**src/rtl/asfo_pkg.sv**
```systemverilog
// Shared constants, enumerations and carriers for the arithmetic, shift and flag unit.
// Assumes one 20 MHz core clock and a classic Wishbone register port with 32-bit data.
package asfo_pkg;

  // ----------------------------------------
  // Register map (byte addresses)
  // ----------------------------------------
  localparam logic [7:0] ASFO_OFS_CMD = 8'h00;
  localparam logic [7:0] ASFO_OFS_DST = 8'h04;
  localparam logic [7:0] ASFO_OFS_SRC = 8'h08;
  localparam logic [7:0] ASFO_OFS_FLAGS = 8'h0c;
  localparam logic [7:0] ASFO_OFS_PTRS = 8'h10;
  localparam logic [7:0] ASFO_OFS_PAIR = 8'h14;
  localparam logic [7:0] ASFO_OFS_CTRL = 8'h18;
  localparam logic [7:0] ASFO_OFS_STATUS = 8'h1c;

  // ----------------------------------------
  // Field positions and reset values
  // ----------------------------------------
  localparam int ASFO_CMD_OP_LSB = 0;
  localparam int ASFO_CMD_MODE_LSB = 4;
  localparam logic [15:0] ASFO_RST_WORD = 16'h0000;
  localparam logic [7:0] ASFO_RST_BYTE = 8'h00;
  localparam logic [31:0] ASFO_RST_BUS = 32'h0000_0000;
  localparam logic [15:0] ASFO_STEP_BYTE = 16'h0001;
  localparam logic [15:0] ASFO_STEP_WORD = 16'h0002;

  // ----------------------------------------
  // Timing in core clock cycles
  // ----------------------------------------
  localparam logic [5:0] ASFO_CYC_WORD_SUB = 6'h0a;
  localparam logic [5:0] ASFO_CYC_WORD_SHL = 6'h0a;
  localparam logic [5:0] ASFO_CYC_STACK = 6'h0a;
  localparam logic [5:0] ASFO_CYC_SHORT = 6'h06;
  localparam logic [5:0] ASFO_CNT_ZERO = 6'h00;
  localparam logic [5:0] ASFO_CNT_ONE = 6'h01;

  typedef enum logic [3:0] {
    ASFO_OP_WORD_SUB_BORROW = 4'h0,
    ASFO_OP_CARRY_SET = 4'h1,
    ASFO_OP_SEL_DATA = 4'h2,
    ASFO_OP_SEL_PROG = 4'h3,
    ASFO_OP_BYTE_SHL = 4'h4,
    ASFO_OP_WORD_SHL = 4'h5,
    ASFO_OP_BYTE_SHR = 4'h6,
    ASFO_OP_WORD_SHR = 4'h7,
    ASFO_OP_LOAD_PAGE = 4'h8,
    ASFO_OP_LOAD_WORKING = 4'h9,
    ASFO_OP_LOAD_PTR0 = 4'ha,
    ASFO_OP_LOAD_PTR1 = 4'hb,
    ASFO_OP_TEST_COMPL = 4'hc,
    ASFO_OP_STACK_FLOW = 4'hd
  } asfo_op_t;

  typedef enum logic [1:0] {
    ASFO_MODE_NONE = 2'b00,
    ASFO_MODE_POSTINC = 2'b01,
    ASFO_MODE_PREDEC = 2'b10
  } asfo_mode_t;

  typedef enum logic [0:0] {
    ASFO_IDLE = 1'b0,
    ASFO_RUN = 1'b1
  } asfo_state_t;

  // Carry is bit 0 of the flag register
  typedef struct packed {
    logic dp;
    logic h;
    logic d;
    logic v;
    logic s;
    logic z;
    logic c;
  } asfo_flags_t;

  typedef struct packed {
    logic cyc;
    logic stb;
    logic we;
    logic [7:0] adr;
    logic [3:0] sel;
    logic [31:0] wdata;
  } asfo_wb_req_t;

  typedef struct packed {
    logic running;
    logic [5:0] cnt;
  } asfo_timer_t;

  typedef struct packed {
    asfo_state_t state;
    asfo_op_t op;
    asfo_mode_t mode;
    logic [15:0] dst;
    logic [15:0] src;
    asfo_flags_t flags;
    logic [7:0] page;
    logic [7:0] rp;
    logic [7:0] rp0;
    logic [7:0] rp1;
    logic [15:0] pair;
    logic sp_in_rf;
    logic [15:0] access_addr;
    logic stack_op;
    logic ack;
    logic [31:0] rdata;
    logic done;
  } asfo_core_t;

endpackage

```
**src/rtl/asfo_core.sv**
```systemverilog
// Execution unit for word subtract with borrow, carry set, space select, arithmetic
// shifts, test-and-complement under mask and pointer loads, behind a Wishbone slave.
// Assumes a classic Wishbone master on the same 20 MHz clock; no pin inputs.
`timescale 1ns/1ps
`default_nettype none
module asfo_core import asfo_pkg::*; (
  input wire logic ref_clk,
  input wire logic arst_n,
  input wire asfo_wb_req_t wb_req,
  output logic [31:0] wb_rdata,
  output logic wb_ack,
  output logic space_select_flag,
  output logic access_data_space,
  output logic [15:0] access_addr,
  output logic [7:0] page_pointer,
  output logic busy,
  output logic done
);

  asfo_core_t r_reg;
  asfo_core_t r_next;

  logic req_hit;
  logic wr_take;
  logic start;
  asfo_op_t start_op;
  asfo_mode_t start_mode;
  logic op_ok;
  logic t_busy;
  logic t_last;
  logic [16:0] sub_w;
  logic [7:0] tcm_w;
  logic [7:0] sh8_res;
  logic sh8_c;
  logic sh8_v;
  logic [15:0] sh16_res;
  logic sh16_c;
  logic sh16_v;
  logic [15:0] step_w;
  logic [15:0] start_step;

  // ----------------------------------------
  // Helpers
  // ----------------------------------------
  function automatic logic [31:0] lane_merge(input logic [31:0] old_v,
                                             input logic [31:0] new_v,
                                             input logic [3:0] sel);
    logic [31:0] res;
    res = old_v;
    for (int i = 0; i < 4; i++) begin
      if (sel[i]) begin
        res[i*8 +: 8] = new_v[i*8 +: 8];
      end
    end
    return res;
  endfunction

  function automatic logic [5:0] op_cycles(input asfo_op_t op);
    logic [5:0] cyc;
    unique case (op)
      ASFO_OP_WORD_SUB_BORROW: cyc = ASFO_CYC_WORD_SUB;
      ASFO_OP_WORD_SHL: cyc = ASFO_CYC_WORD_SHL;
      ASFO_OP_STACK_FLOW: cyc = ASFO_CYC_STACK;
      default: cyc = ASFO_CYC_SHORT;
    endcase
    return cyc;
  endfunction

  function automatic logic is_word(input asfo_op_t op);
    return op == ASFO_OP_WORD_SUB_BORROW || op == ASFO_OP_WORD_SHL ||
           op == ASFO_OP_WORD_SHR;
  endfunction

  // ----------------------------------------
  // Bus decode
  // ----------------------------------------
  // Writes land on the edge where the master sees ack, never earlier
  assign req_hit = wb_req.cyc && wb_req.stb;
  assign wr_take = req_hit && wb_req.we && r_reg.ack;
  assign start_op = asfo_op_t'(wb_req.wdata[ASFO_CMD_OP_LSB +: 4]);
  assign start_mode = asfo_mode_t'(wb_req.wdata[ASFO_CMD_MODE_LSB +: 2]);
  assign op_ok = wb_req.wdata[ASFO_CMD_OP_LSB +: 4] <= ASFO_OP_STACK_FLOW;
  // A command while busy, or with an unused code, is dropped
  assign start = wr_take && wb_req.adr == ASFO_OFS_CMD && wb_req.sel[0] &&
                 !t_busy && op_ok;
  assign start_step = is_word(start_op) ? ASFO_STEP_WORD : ASFO_STEP_BYTE;
  assign step_w = is_word(r_reg.op) ? ASFO_STEP_WORD : ASFO_STEP_BYTE;

  // ----------------------------------------
  // Datapath
  // ----------------------------------------
  assign sub_w = {1'b0, r_reg.dst} - {1'b0, r_reg.src} - {16'h0000, r_reg.flags.c};
  assign tcm_w = ~r_reg.dst[7:0] & r_reg.src[7:0];

  asfo_arith_shifter #(.W(8)) u_shift_byte (
    .operand(r_reg.dst[7:0]),
    .right(r_reg.op == ASFO_OP_BYTE_SHR),
    .result(sh8_res),
    .carry(sh8_c),
    .ovf(sh8_v)
  );

  asfo_arith_shifter #(.W(16)) u_shift_word (
    .operand(r_reg.dst),
    .right(r_reg.op == ASFO_OP_WORD_SHR),
    .result(sh16_res),
    .carry(sh16_c),
    .ovf(sh16_v)
  );

  asfo_cycle_timer u_timer (
    .ref_clk(ref_clk),
    .arst_n(arst_n),
    .start(start),
    .cycles(op_cycles(start_op)),
    .busy(t_busy),
    .last(t_last)
  );

  // ----------------------------------------
  // Next state
  // ----------------------------------------
  always_comb begin
    logic [31:0] m;
    m = ASFO_RST_BUS;
    r_next = r_reg;
    r_next.ack = req_hit && !r_reg.ack;
    r_next.done = 1'b0;
    if (req_hit && !r_reg.ack) begin
      unique case (wb_req.adr)
        ASFO_OFS_CMD: r_next.rdata = {26'h0, r_reg.mode, r_reg.op};
        ASFO_OFS_DST: r_next.rdata = {16'h0000, r_reg.dst};
        ASFO_OFS_SRC: r_next.rdata = {16'h0000, r_reg.src};
        ASFO_OFS_FLAGS: r_next.rdata = {25'h0, r_reg.flags};
        ASFO_OFS_PTRS: r_next.rdata = {r_reg.rp1, r_reg.rp0, r_reg.rp, r_reg.page};
        ASFO_OFS_PAIR: r_next.rdata = {16'h0000, r_reg.pair};
        ASFO_OFS_CTRL: r_next.rdata = {31'h0, r_reg.sp_in_rf};
        ASFO_OFS_STATUS: r_next.rdata = {r_reg.access_addr, 14'h0, access_data_space, t_busy};
        default: r_next.rdata = ASFO_RST_BUS;
      endcase
    end
    // Operand and state registers are frozen while an operation runs
    if (wr_take && !t_busy) begin
      unique case (wb_req.adr)
        ASFO_OFS_DST: begin
          m = lane_merge({16'h0000, r_reg.dst}, wb_req.wdata, wb_req.sel);
          r_next.dst = m[15:0];
        end
        ASFO_OFS_SRC: begin
          m = lane_merge({16'h0000, r_reg.src}, wb_req.wdata, wb_req.sel);
          r_next.src = m[15:0];
        end
        ASFO_OFS_FLAGS: begin
          m = lane_merge({25'h0, r_reg.flags}, wb_req.wdata, wb_req.sel);
          r_next.flags = asfo_flags_t'(m[6:0]);
        end
        ASFO_OFS_PAIR: begin
          m = lane_merge({16'h0000, r_reg.pair}, wb_req.wdata, wb_req.sel);
          r_next.pair = m[15:0];
        end
        ASFO_OFS_CTRL: begin
          if (wb_req.sel[0]) begin
            r_next.sp_in_rf = wb_req.wdata[0];
          end
        end
        default: begin
        end
      endcase
    end
    if (start) begin
      r_next.state = ASFO_RUN;
      r_next.op = start_op;
      r_next.mode = start_mode;
      r_next.stack_op = start_op == ASFO_OP_STACK_FLOW;
      r_next.access_addr = r_reg.pair;
      if (start_mode == ASFO_MODE_PREDEC) begin
        r_next.pair = r_reg.pair - start_step;
        r_next.access_addr = r_reg.pair - start_step;
      end
    end
    if (r_reg.state == ASFO_RUN && t_last) begin
      r_next.state = ASFO_IDLE;
      r_next.done = 1'b1;
      r_next.stack_op = 1'b0;
      if (r_reg.mode == ASFO_MODE_POSTINC) begin
        r_next.pair = r_reg.pair + step_w;
      end
      // D and H are left alone wherever their outcome is undefined
      unique case (r_reg.op)
        ASFO_OP_WORD_SUB_BORROW: begin
          r_next.dst = sub_w[15:0];
          r_next.flags.c = sub_w[16];
          r_next.flags.z = sub_w[15:0] == ASFO_RST_WORD;
          r_next.flags.s = sub_w[15];
          r_next.flags.v = (r_reg.dst[15] ^ r_reg.src[15]) & (r_reg.dst[15] ^ sub_w[15]);
        end
        ASFO_OP_CARRY_SET: r_next.flags.c = 1'b1;
        ASFO_OP_SEL_DATA: r_next.flags.dp = 1'b1;
        ASFO_OP_SEL_PROG: r_next.flags.dp = 1'b0;
        ASFO_OP_BYTE_SHL, ASFO_OP_BYTE_SHR: begin
          r_next.dst[7:0] = sh8_res;
          r_next.flags.c = sh8_c;
          r_next.flags.z = sh8_res == ASFO_RST_BYTE;
          r_next.flags.s = sh8_res[7];
          r_next.flags.v = sh8_v;
          r_next.flags.d = 1'b0;
        end
        ASFO_OP_WORD_SHL, ASFO_OP_WORD_SHR: begin
          r_next.dst = sh16_res;
          r_next.flags.c = sh16_c;
          r_next.flags.z = sh16_res == ASFO_RST_WORD;
          r_next.flags.s = sh16_res[15];
          r_next.flags.v = sh16_v;
        end
        ASFO_OP_LOAD_PAGE: r_next.page = r_reg.src[7:0];
        ASFO_OP_LOAD_WORKING: r_next.rp = r_reg.src[7:0];
        ASFO_OP_LOAD_PTR0: r_next.rp0 = r_reg.src[7:0];
        ASFO_OP_LOAD_PTR1: r_next.rp1 = r_reg.src[7:0];
        ASFO_OP_TEST_COMPL: begin
          r_next.flags.z = tcm_w == ASFO_RST_BYTE;
          r_next.flags.s = tcm_w[7];
          r_next.flags.v = 1'b0;
        end
        ASFO_OP_STACK_FLOW: begin
        end
        default: begin
        end
      endcase
    end
  end

  always_ff @(posedge ref_clk or negedge arst_n) begin
    if (!arst_n) begin
      r_reg <= '0;
    end else begin
      r_reg <= r_next;
    end
  end

  // ----------------------------------------
  // Outputs
  // ----------------------------------------
  assign wb_rdata = r_reg.rdata;
  assign wb_ack = r_reg.ack;
  assign space_select_flag = r_reg.flags.dp;
  // Stack traffic in the register file follows the space flag as normal
  assign access_data_space = (r_reg.stack_op && !r_reg.sp_in_rf) || r_reg.flags.dp;
  assign access_addr = r_reg.access_addr;
  assign page_pointer = r_reg.page;
  assign busy = t_busy;
  assign done = r_reg.done;

  logic [5:0] flags_hi;
  logic [1:0] flags_dh;
  logic [7:0] exp_shl8;
  logic [7:0] exp_shr8;
  logic [15:0] exp_shl16;
  logic [15:0] exp_shr16;
  logic [15:0] exp_pair_dec;
  assign flags_hi = r_reg.flags[6:1];
  assign flags_dh = {r_reg.flags.h, r_reg.flags.d};
  assign exp_shl8 = {r_reg.dst[6:0], 1'b0};
  assign exp_shr8 = {r_reg.dst[7], r_reg.dst[7:1]};
  assign exp_shl16 = {r_reg.dst[14:0], 1'b0};
  assign exp_shr16 = {r_reg.dst[15], r_reg.dst[15:1]};
  assign exp_pair_dec = r_reg.pair - start_step;
endmodule
`default_nettype wire

```
**src/rtl/asfo_arith_shifter.sv**
```systemverilog
// One-place arithmetic shifter, left or right, for any operand width of two bits or more.
// Purely combinational; the caller registers the result.
`timescale 1ns/1ps
`default_nettype none
module asfo_arith_shifter #(
  parameter int W = 8
) (
  input wire logic [W-1:0] operand,
  input wire logic right,
  output logic [W-1:0] result,
  output logic carry,
  output logic ovf
);

  // ----------------------------------------
  // Shift
  // ----------------------------------------
  always_comb begin
    if (right) begin
      // Sign bit stays, so the result can never overflow
      result = {operand[W-1], operand[W-1:1]};
      carry = operand[0];
      ovf = 1'b0;
    end else begin
      result = {operand[W-2:0], 1'b0};
      carry = operand[W-1];
      ovf = operand[W-1] ^ operand[W-2];
    end
  end

endmodule
`default_nettype wire

```
**src/rtl/asfo_cycle_timer.sv**
```systemverilog
// Execution timer: holds busy for the programmed number of core cycles.
// Assumes start is only raised while busy is low.
`timescale 1ns/1ps
`default_nettype none
module asfo_cycle_timer import asfo_pkg::*; (
  input wire logic ref_clk,
  input wire logic arst_n,
  input wire logic start,
  input wire logic [5:0] cycles,
  output logic busy,
  output logic last
);

  asfo_timer_t t_reg;
  asfo_timer_t t_next;

  // ----------------------------------------
  // Count down
  // ----------------------------------------
  always_comb begin
    t_next = t_reg;
    if (start) begin
      t_next.running = 1'b1;
      t_next.cnt = cycles - ASFO_CNT_ONE;
    end else if (t_reg.running && t_reg.cnt == ASFO_CNT_ZERO) begin
      t_next.running = 1'b0;
    end else if (t_reg.running) begin
      t_next.cnt = t_reg.cnt - ASFO_CNT_ONE;
    end
  end

  always_ff @(posedge ref_clk or negedge arst_n) begin
    if (!arst_n) begin
      t_reg <= '0;
    end else begin
      t_reg <= t_next;
    end
  end

  assign busy = t_reg.running;
  assign last = t_reg.running && (t_reg.cnt == ASFO_CNT_ZERO);
endmodule
`default_nettype wire

```
**config.mk**
```make
export PLATFORM = sky130hd
export DESIGN_NAME = asfo_core
export DESIGN_NICKNAME = d
export VERILOG_FILES = /design/src/rtl/asfo_pkg.sv /design/src/rtl/asfo_core.sv /design/src/rtl/asfo_arith_shifter.sv /design/src/rtl/asfo_cycle_timer.sv
export SDC_FILE = /design/constraint.sdc
export NUM_CORES = 1
export LEC_CHECK = 0
export BUFFER_PORTS_ARGS = -buffer_cell sky130_fd_sc_hd__buf_2
export CAP_MARGIN = 10
export CORE_UTILIZATION = 47
export CTS_CLUSTER_DIAMETER = 40
export CTS_CLUSTER_SIZE = 12
export DETAILED_ROUTE_END_ITERATION = 8
export PLACE_DENSITY = 0.69
export REMOVE_ABC_BUFFERS = 1
export SETUP_SLACK_MARGIN = 0.05
export SLEW_MARGIN = 0
export SYNTH_ARGS = -nofsm -noshare
export SYNTH_HDL_FRONTEND = slang
export SYNTH_SLANG_ARGS = --single-unit
```
**constraint.sdc**
```tcl
create_clock -name ref_clk -period 2.8 [get_ports ref_clk]
set_clock_uncertainty 0.15 [all_clocks]
set_input_delay 0.56 -clock ref_clk [delete_from_list [all_inputs] [get_ports ref_clk]]
set_output_delay 0.56 -clock ref_clk [all_outputs]
set_load 0.03 [all_outputs]
```
* After elaboration in Yosys (flattened, before gate mapping)
Cells that the tools add are included.
Storage, ports and cells: bits in registers 153, bits in latches 0, memory bits (writable) 0, ROM bits 0, bits of input ports 49, output and inout bits 61, logic and storage cells 159, memories kept 0
Cells by class: add/sub/neg operators 6, multiply operators 0, divide/modulo/power cells 0, order comparisons 1, eq/ne operators 25, shift operators 0, multiplexer cells 51, bitwise operators 7, reduce and logical (&&, ||, !) cells 43
Operators with widths (number):
- 32-bit case mux with 8 select lines | 1
- 16-bit 2-to-1 mux | 9
- 8-bit 2-to-1 mux | 11
- 53-bit 2-to-1 mux | 1
- 39-bit 2-to-1 mux | 1
- 8-bit by 5-bit == test with 1-bit output (second input constant) | 4
- 16-bit zero test | 2
- 7-bit 2-to-1 mux | 4
- 4-bit by 3-bit == test with 1-bit output (second input constant) | 6
- 4-bit == test (second input constant) | 6
- 8-bit zero test | 3
- 8-bit case mux with 3 select lines | 1
- 17-bit 2-to-1 mux | 1
- 16-bit by 16-bit subtractor with 17-bit output | 1
- 17-bit by 1-bit subtractor with 17-bit output | 1
- 16-bit by 2-bit adder with 16-bit output | 1
- 8-bit by 4-bit == test with 1-bit output (second input constant) | 2
- 8-bit case mux with 2 select lines | 1
- 16-bit by 2-bit subtractor with 16-bit output | 1
- 1-bit 2-to-1 mux | 13
- 1-bit logical AND | 12
- 6-bit 2-to-1 mux | 2
- 3-bit case mux with 4 select lines | 1
- 3-bit AND reduction | 4
- 25 further kinds | 44

* Logic depth before layout (Yosys ltp)
word-level depth 10, gate-level depth with buffers 13, depth with buffers taken out 12

* By module
A second synthesis with hierarchy kept.
Unflattened totals: cells, all modules 1144, area total of the unflattened synthesis 10402.5 um^2
By module, submodules not included:
- asfo_core | instances 1, cells each 1059, area an instance 9547.9 um^2, sequential area each 3653.5 um^2
- asfo_cycle_timer | instances 1, cells each 46, area an instance 466.7 um^2, sequential area each 175.2 um^2
- asfo_arith_shifter (u_shift_word) | instances 1, cells each 24, area an instance 249.0 um^2, sequential area each 0.0 um^2
- asfo_arith_shifter (u_shift_byte) | instances 1, cells each 15, area an instance 138.9 um^2, sequential area each 0.0 um^2

* Worst setup path after synthesis
No wires, ideal clock.
path kind input -> register, start point input port wb_req[2] in the netlist's numbering, end point register r_reg[64] in the netlist's numbering, library setup time 0.132 ns, data arrival time 2.769 ns, required time 2.518 ns, slack -0.252 ns, cell stages on the path 12, buffers on the path 1, cells stage by stage clkbuf_1 or3_1 a21o_1 inv_1 fa_1 nor4b_1 nand2b_1 or2_2 nor3_1 nand3_1 o221ai_1 o21ai_1
RTL lines:
- from (decl) | RTL line asfo_core.sv:9 | input wire asfo_wb_req_t wb_req,
- to (signal assigned) | RTL line asfo_core.sv:236 | r_reg <= r_next;
- to (decl) | RTL line asfo_core.sv:20 | asfo_core_t r_reg;

==> flow_metrics.py <==
metrics = {
    "run_status": {
        "status": "complete, but fails checks",
        "violations": "hold timing, setup timing",
    },
    "critical_path": {
        "crit_path_end_kind": "register",
        "crit_arrival_ns": 2.99,
        "r2r_setup_slack_ns": -0.02,
        "crit_required_ns": 2.97,
        "cp-start-kind": "register",
        "rr_startpoint": "r_reg[116]",
        "r2r_end": "flags_hi[0]",
        "crit_type": "register to register",
        "r2r_cells": 9,
        "crit_fanout": 2,
    },
    "clock_network": {
        "cts.htree.levels": 4,
        "clk_path_buf_depth": 2,
        "tritoncts": "done",
        "insertion_delay_ns": 0.43,
        "cts-root-buf": "clkbuf_16",
        "clkSinkCount": 153,
        "cts_buffers": 17,
        "clk_pin_slew_worst_paths_ns": 0.06,
    },
    "placement": {
        "dp_hpwl_um": 21900,
        "dpl_worst_slack_ns": -0.684,
        "port_buffers": 91,
        "place_area_um2": 11400,
        "place_congestion": 0.953,
    },
    "power": {
        "p_per_area_nw_per_um2": 410,
        "power.leakage_uw": 0.00555,
        "ir_worst_vdd_v": 0.000334,
        "total_power_uw": 5090,
    },
    "finish": {
        "diodes": 0,
        "area_growth_pct": 24.1,
        "nNetsFinal": 1353,
        "largest_register_ffs": 66,
        "final_cell_mix": "buf_4, dfrtp_1, nor2_1",
        "final_cell_area_um2": 12400,
        "fillers": 1785,
        "layout_commonest_cell": "buf_4",
        "layout-drive-gt1-share": 0.320,
    },
    "drt": {
        "dr.pass1.iters": 7,
        "drc": 0,
        "wirelength_um": 30200,
        "antenna_left": 0,
        "drtIter0Drc": 694,
        "vias": 9012,
        "wl_per_cell_um": 19.4,
        "vias_per_cell": 5.81,
    },
    "grt": {
        "grt_first_pass_wirelength_um": 47100,
        "grt_pass1_vias": 8829,
        "grt_start_max_net_pins": 65,
        "overflow": 0,
        "grt_antenna_before_repair": 0,
        "track_usage": 0.280,
    },
    "synth": {
        "synthMuxAreaShare": 0.0824,
        "yosys.area_share.simple": 0.169,
        "synth_edf_count": 0,
        "synth-seq-cells": 153,
        "synth_top_family_by_area": "compound AO/OA/AOI/OAI gates",
        "netlist_area_um2": 10000,
        "ys.flop_type": "dfrtp_1",
        "synth.avg_cell_area_um2": 8.97,
        "synth_cell_types": 77,
        "synth_xor_area_frac": 0.0411,
        "syn-instance-count": 1115,
        "ys_warn_count": 0,
        "synth_compound_area_frac": 0.179,
        "ys_seq_area_frac": 0.383,
        "synth-adder-area-share": 0.0518,
        "ys_async_sr_fraction": 1.00,
    },
    "timing": {
        "fmaxAchievable_ghz": 0.355,
        "final-setup-viol-count": 1,
        "post-route-period-util": 1.01,
        "fin_ws_ns": -0.0189,
        "final_max_slew_viol_count": 0,
        "hold_viol": 15,
        "period_minus_slack_ns": 2.82,
        "hold_slack_ns": -0.0177,
        "rsz0062_at_grt": "yes",
        "slew_headroom": 0.566,
        "worst_pin_slew_ns": 0.651,
    },
    "die": {
        "die_area_um2": 21900,
        "core_area_um2": 21000,
        "io_pins": 110,
        "chipHeight_um": 148,
        "start_util": 0.478,
        "fp.dieW_um": 148,
        "placementRows": 53,
    },
    "min_path": {
        "hold_path.class": "primary input to async pin",
    },
    "job": {
        "max_cap_viol_count": 0,
    },
}
[synth_stat cells (all sizes together), types with 4 or more instances]
| cell | instances | area, µm² |
|---|---|---|
| and2 | 6 | 37.5 |
| nand4 | 12 | 81.3 |
| a21o | 13 | 97.6 |
| buf | 67 | 477 |
| nand2 | 102 | 402 |
| a211oi | 6 | 45.0 |
| a31oi | 17 | 106 |
| and3 | 4 | 25.0 |
| o22ai | 12 | 75.1 |
| a221oi | 19 | 166 |
| a22oi | 30 | 225 |
| o31ai | 7 | 52.6 |
| nor3 | 18 | 105 |
| nand2b | 14 | 90.1 |
| xor2 | 14 | 123 |
| o221ai | 6 | 52.6 |
| o22a | 6 | 52.6 |
| nand3 | 26 | 130 |
| o21ai | 57 | 289 |
| dfrtp | 153 | 3830 |
| nor2b | 6 | 37.5 |
| inv | 69 | 259 |
| nor3b | 5 | 42.5 |
| mux2 | 43 | 484 |
| nor4 | 16 | 128 |
| clkbuf | 56 | 210 |
| nor2 | 115 | 432 |
| a22o | 4 | 35.0 |
| fa | 4 | 80.1 |
| mux2i | 34 | 340 |
| a41oi | 4 | 35.0 |
| a21oi | 45 | 225 |
| ha | 35 | 438 |
| o32ai | 6 | 60.1 |
| and4 | 4 | 35.0 |
| or3 | 4 | 25.0 |
| xnor2 | 33 | 289 |
[critical path, cell delays in order, from the launching register on]
cell	delay, ns
dfrtp_1	0.42
ha_1	0.30
inv_1	0.05
ha_2	0.18
a2111o_1	0.43
a311o_1	0.39
a31o_2	0.24
a21oi_4	0.14
xnor2_2	0.10
o41ai_2	0.33
[kinds of logic after synthesis]
kind of cell / Yosys count
flip-flops: 153
AO/OA/AOI/OAI: 261
XOR/XNOR: 47
AND/OR/NAND/NOR: 346
multiplexers: 77
adder cells (fa/ha/maj): 39
buffers and inverters: 192
[per-stage QoR]
stage / cells / util / TNS [ns]
6_report: 1552 / 0.592 / -0.0189
5_1_grt: 1552 / 0.592 / -0.513
4_1_cts: 1548 / 0.582 / -0.171
3_5_place_dp: 1514 / 0.544 / -9.99
3_3_place_gp: 1514 / 0.544 / -8.53
2_1_floorplan: 992 / - / -15.90
[repair_timing]
item                       CTS  global route
setup endpoints to repair   21            40
pin swaps                   19            18
hold endpoints to repair     0             0
resized for setup           40            41
hold buffers                 0             0
setup buffers                3             4
[layer usage]
layer / global-route usage / share of wire / vias to the layer above
met1: 0.352 / 0.41 / 4383
li1: - / - / 4208
met5: 0 / 0 / -
met2: 0.468 / 0.48 / 338
met4: 0.123 / 0.039 / 0
met3: 0.0528 / 0.064 / 83
[cell type report]
type | count | area [µm²] | area share
tap | 275 | 344 | 0.0277
clock inverter | 11 | 149 | 0.0120
sequential | 153 | 3830 | 0.309
inverter | 69 | 259 | 0.0209
clock buffer | 20 | 437 | 0.0352
multi-input combinational | 770 | 5620 | 0.453
timing repair buffer | 254 | 1780 | 0.143
[worst max-delay path by stage]
stage | from | end | slack (ns) | depth (start not counted)
global route | r_reg[115] | flags_hi[2] | -0.11 | 12
floorplan | u_timer.t_reg[0] | r_reg[54] | -1.13 | 8
detailed placement | wb_req[2] | r_reg[66] | -0.68 | 11
global placement | wb_req[2] | r_reg[64] | -0.60 | 12
CTS | r_reg[100] | flags_hi[2] | -0.05 | 10
finish | r_reg[116] | flags_hi[0] | -0.02 | 9
[report_power, final]
group	switching [µW]	internal (µW)	total [µW]	leakage, µW
clock network	930	1400	2330	0.000276
registers	38.2	2280	2310	0.00189
logic	316	132	448	0.00338
total	1280	3810	5090	0.00555
Power figures use the tool's default switching activity.
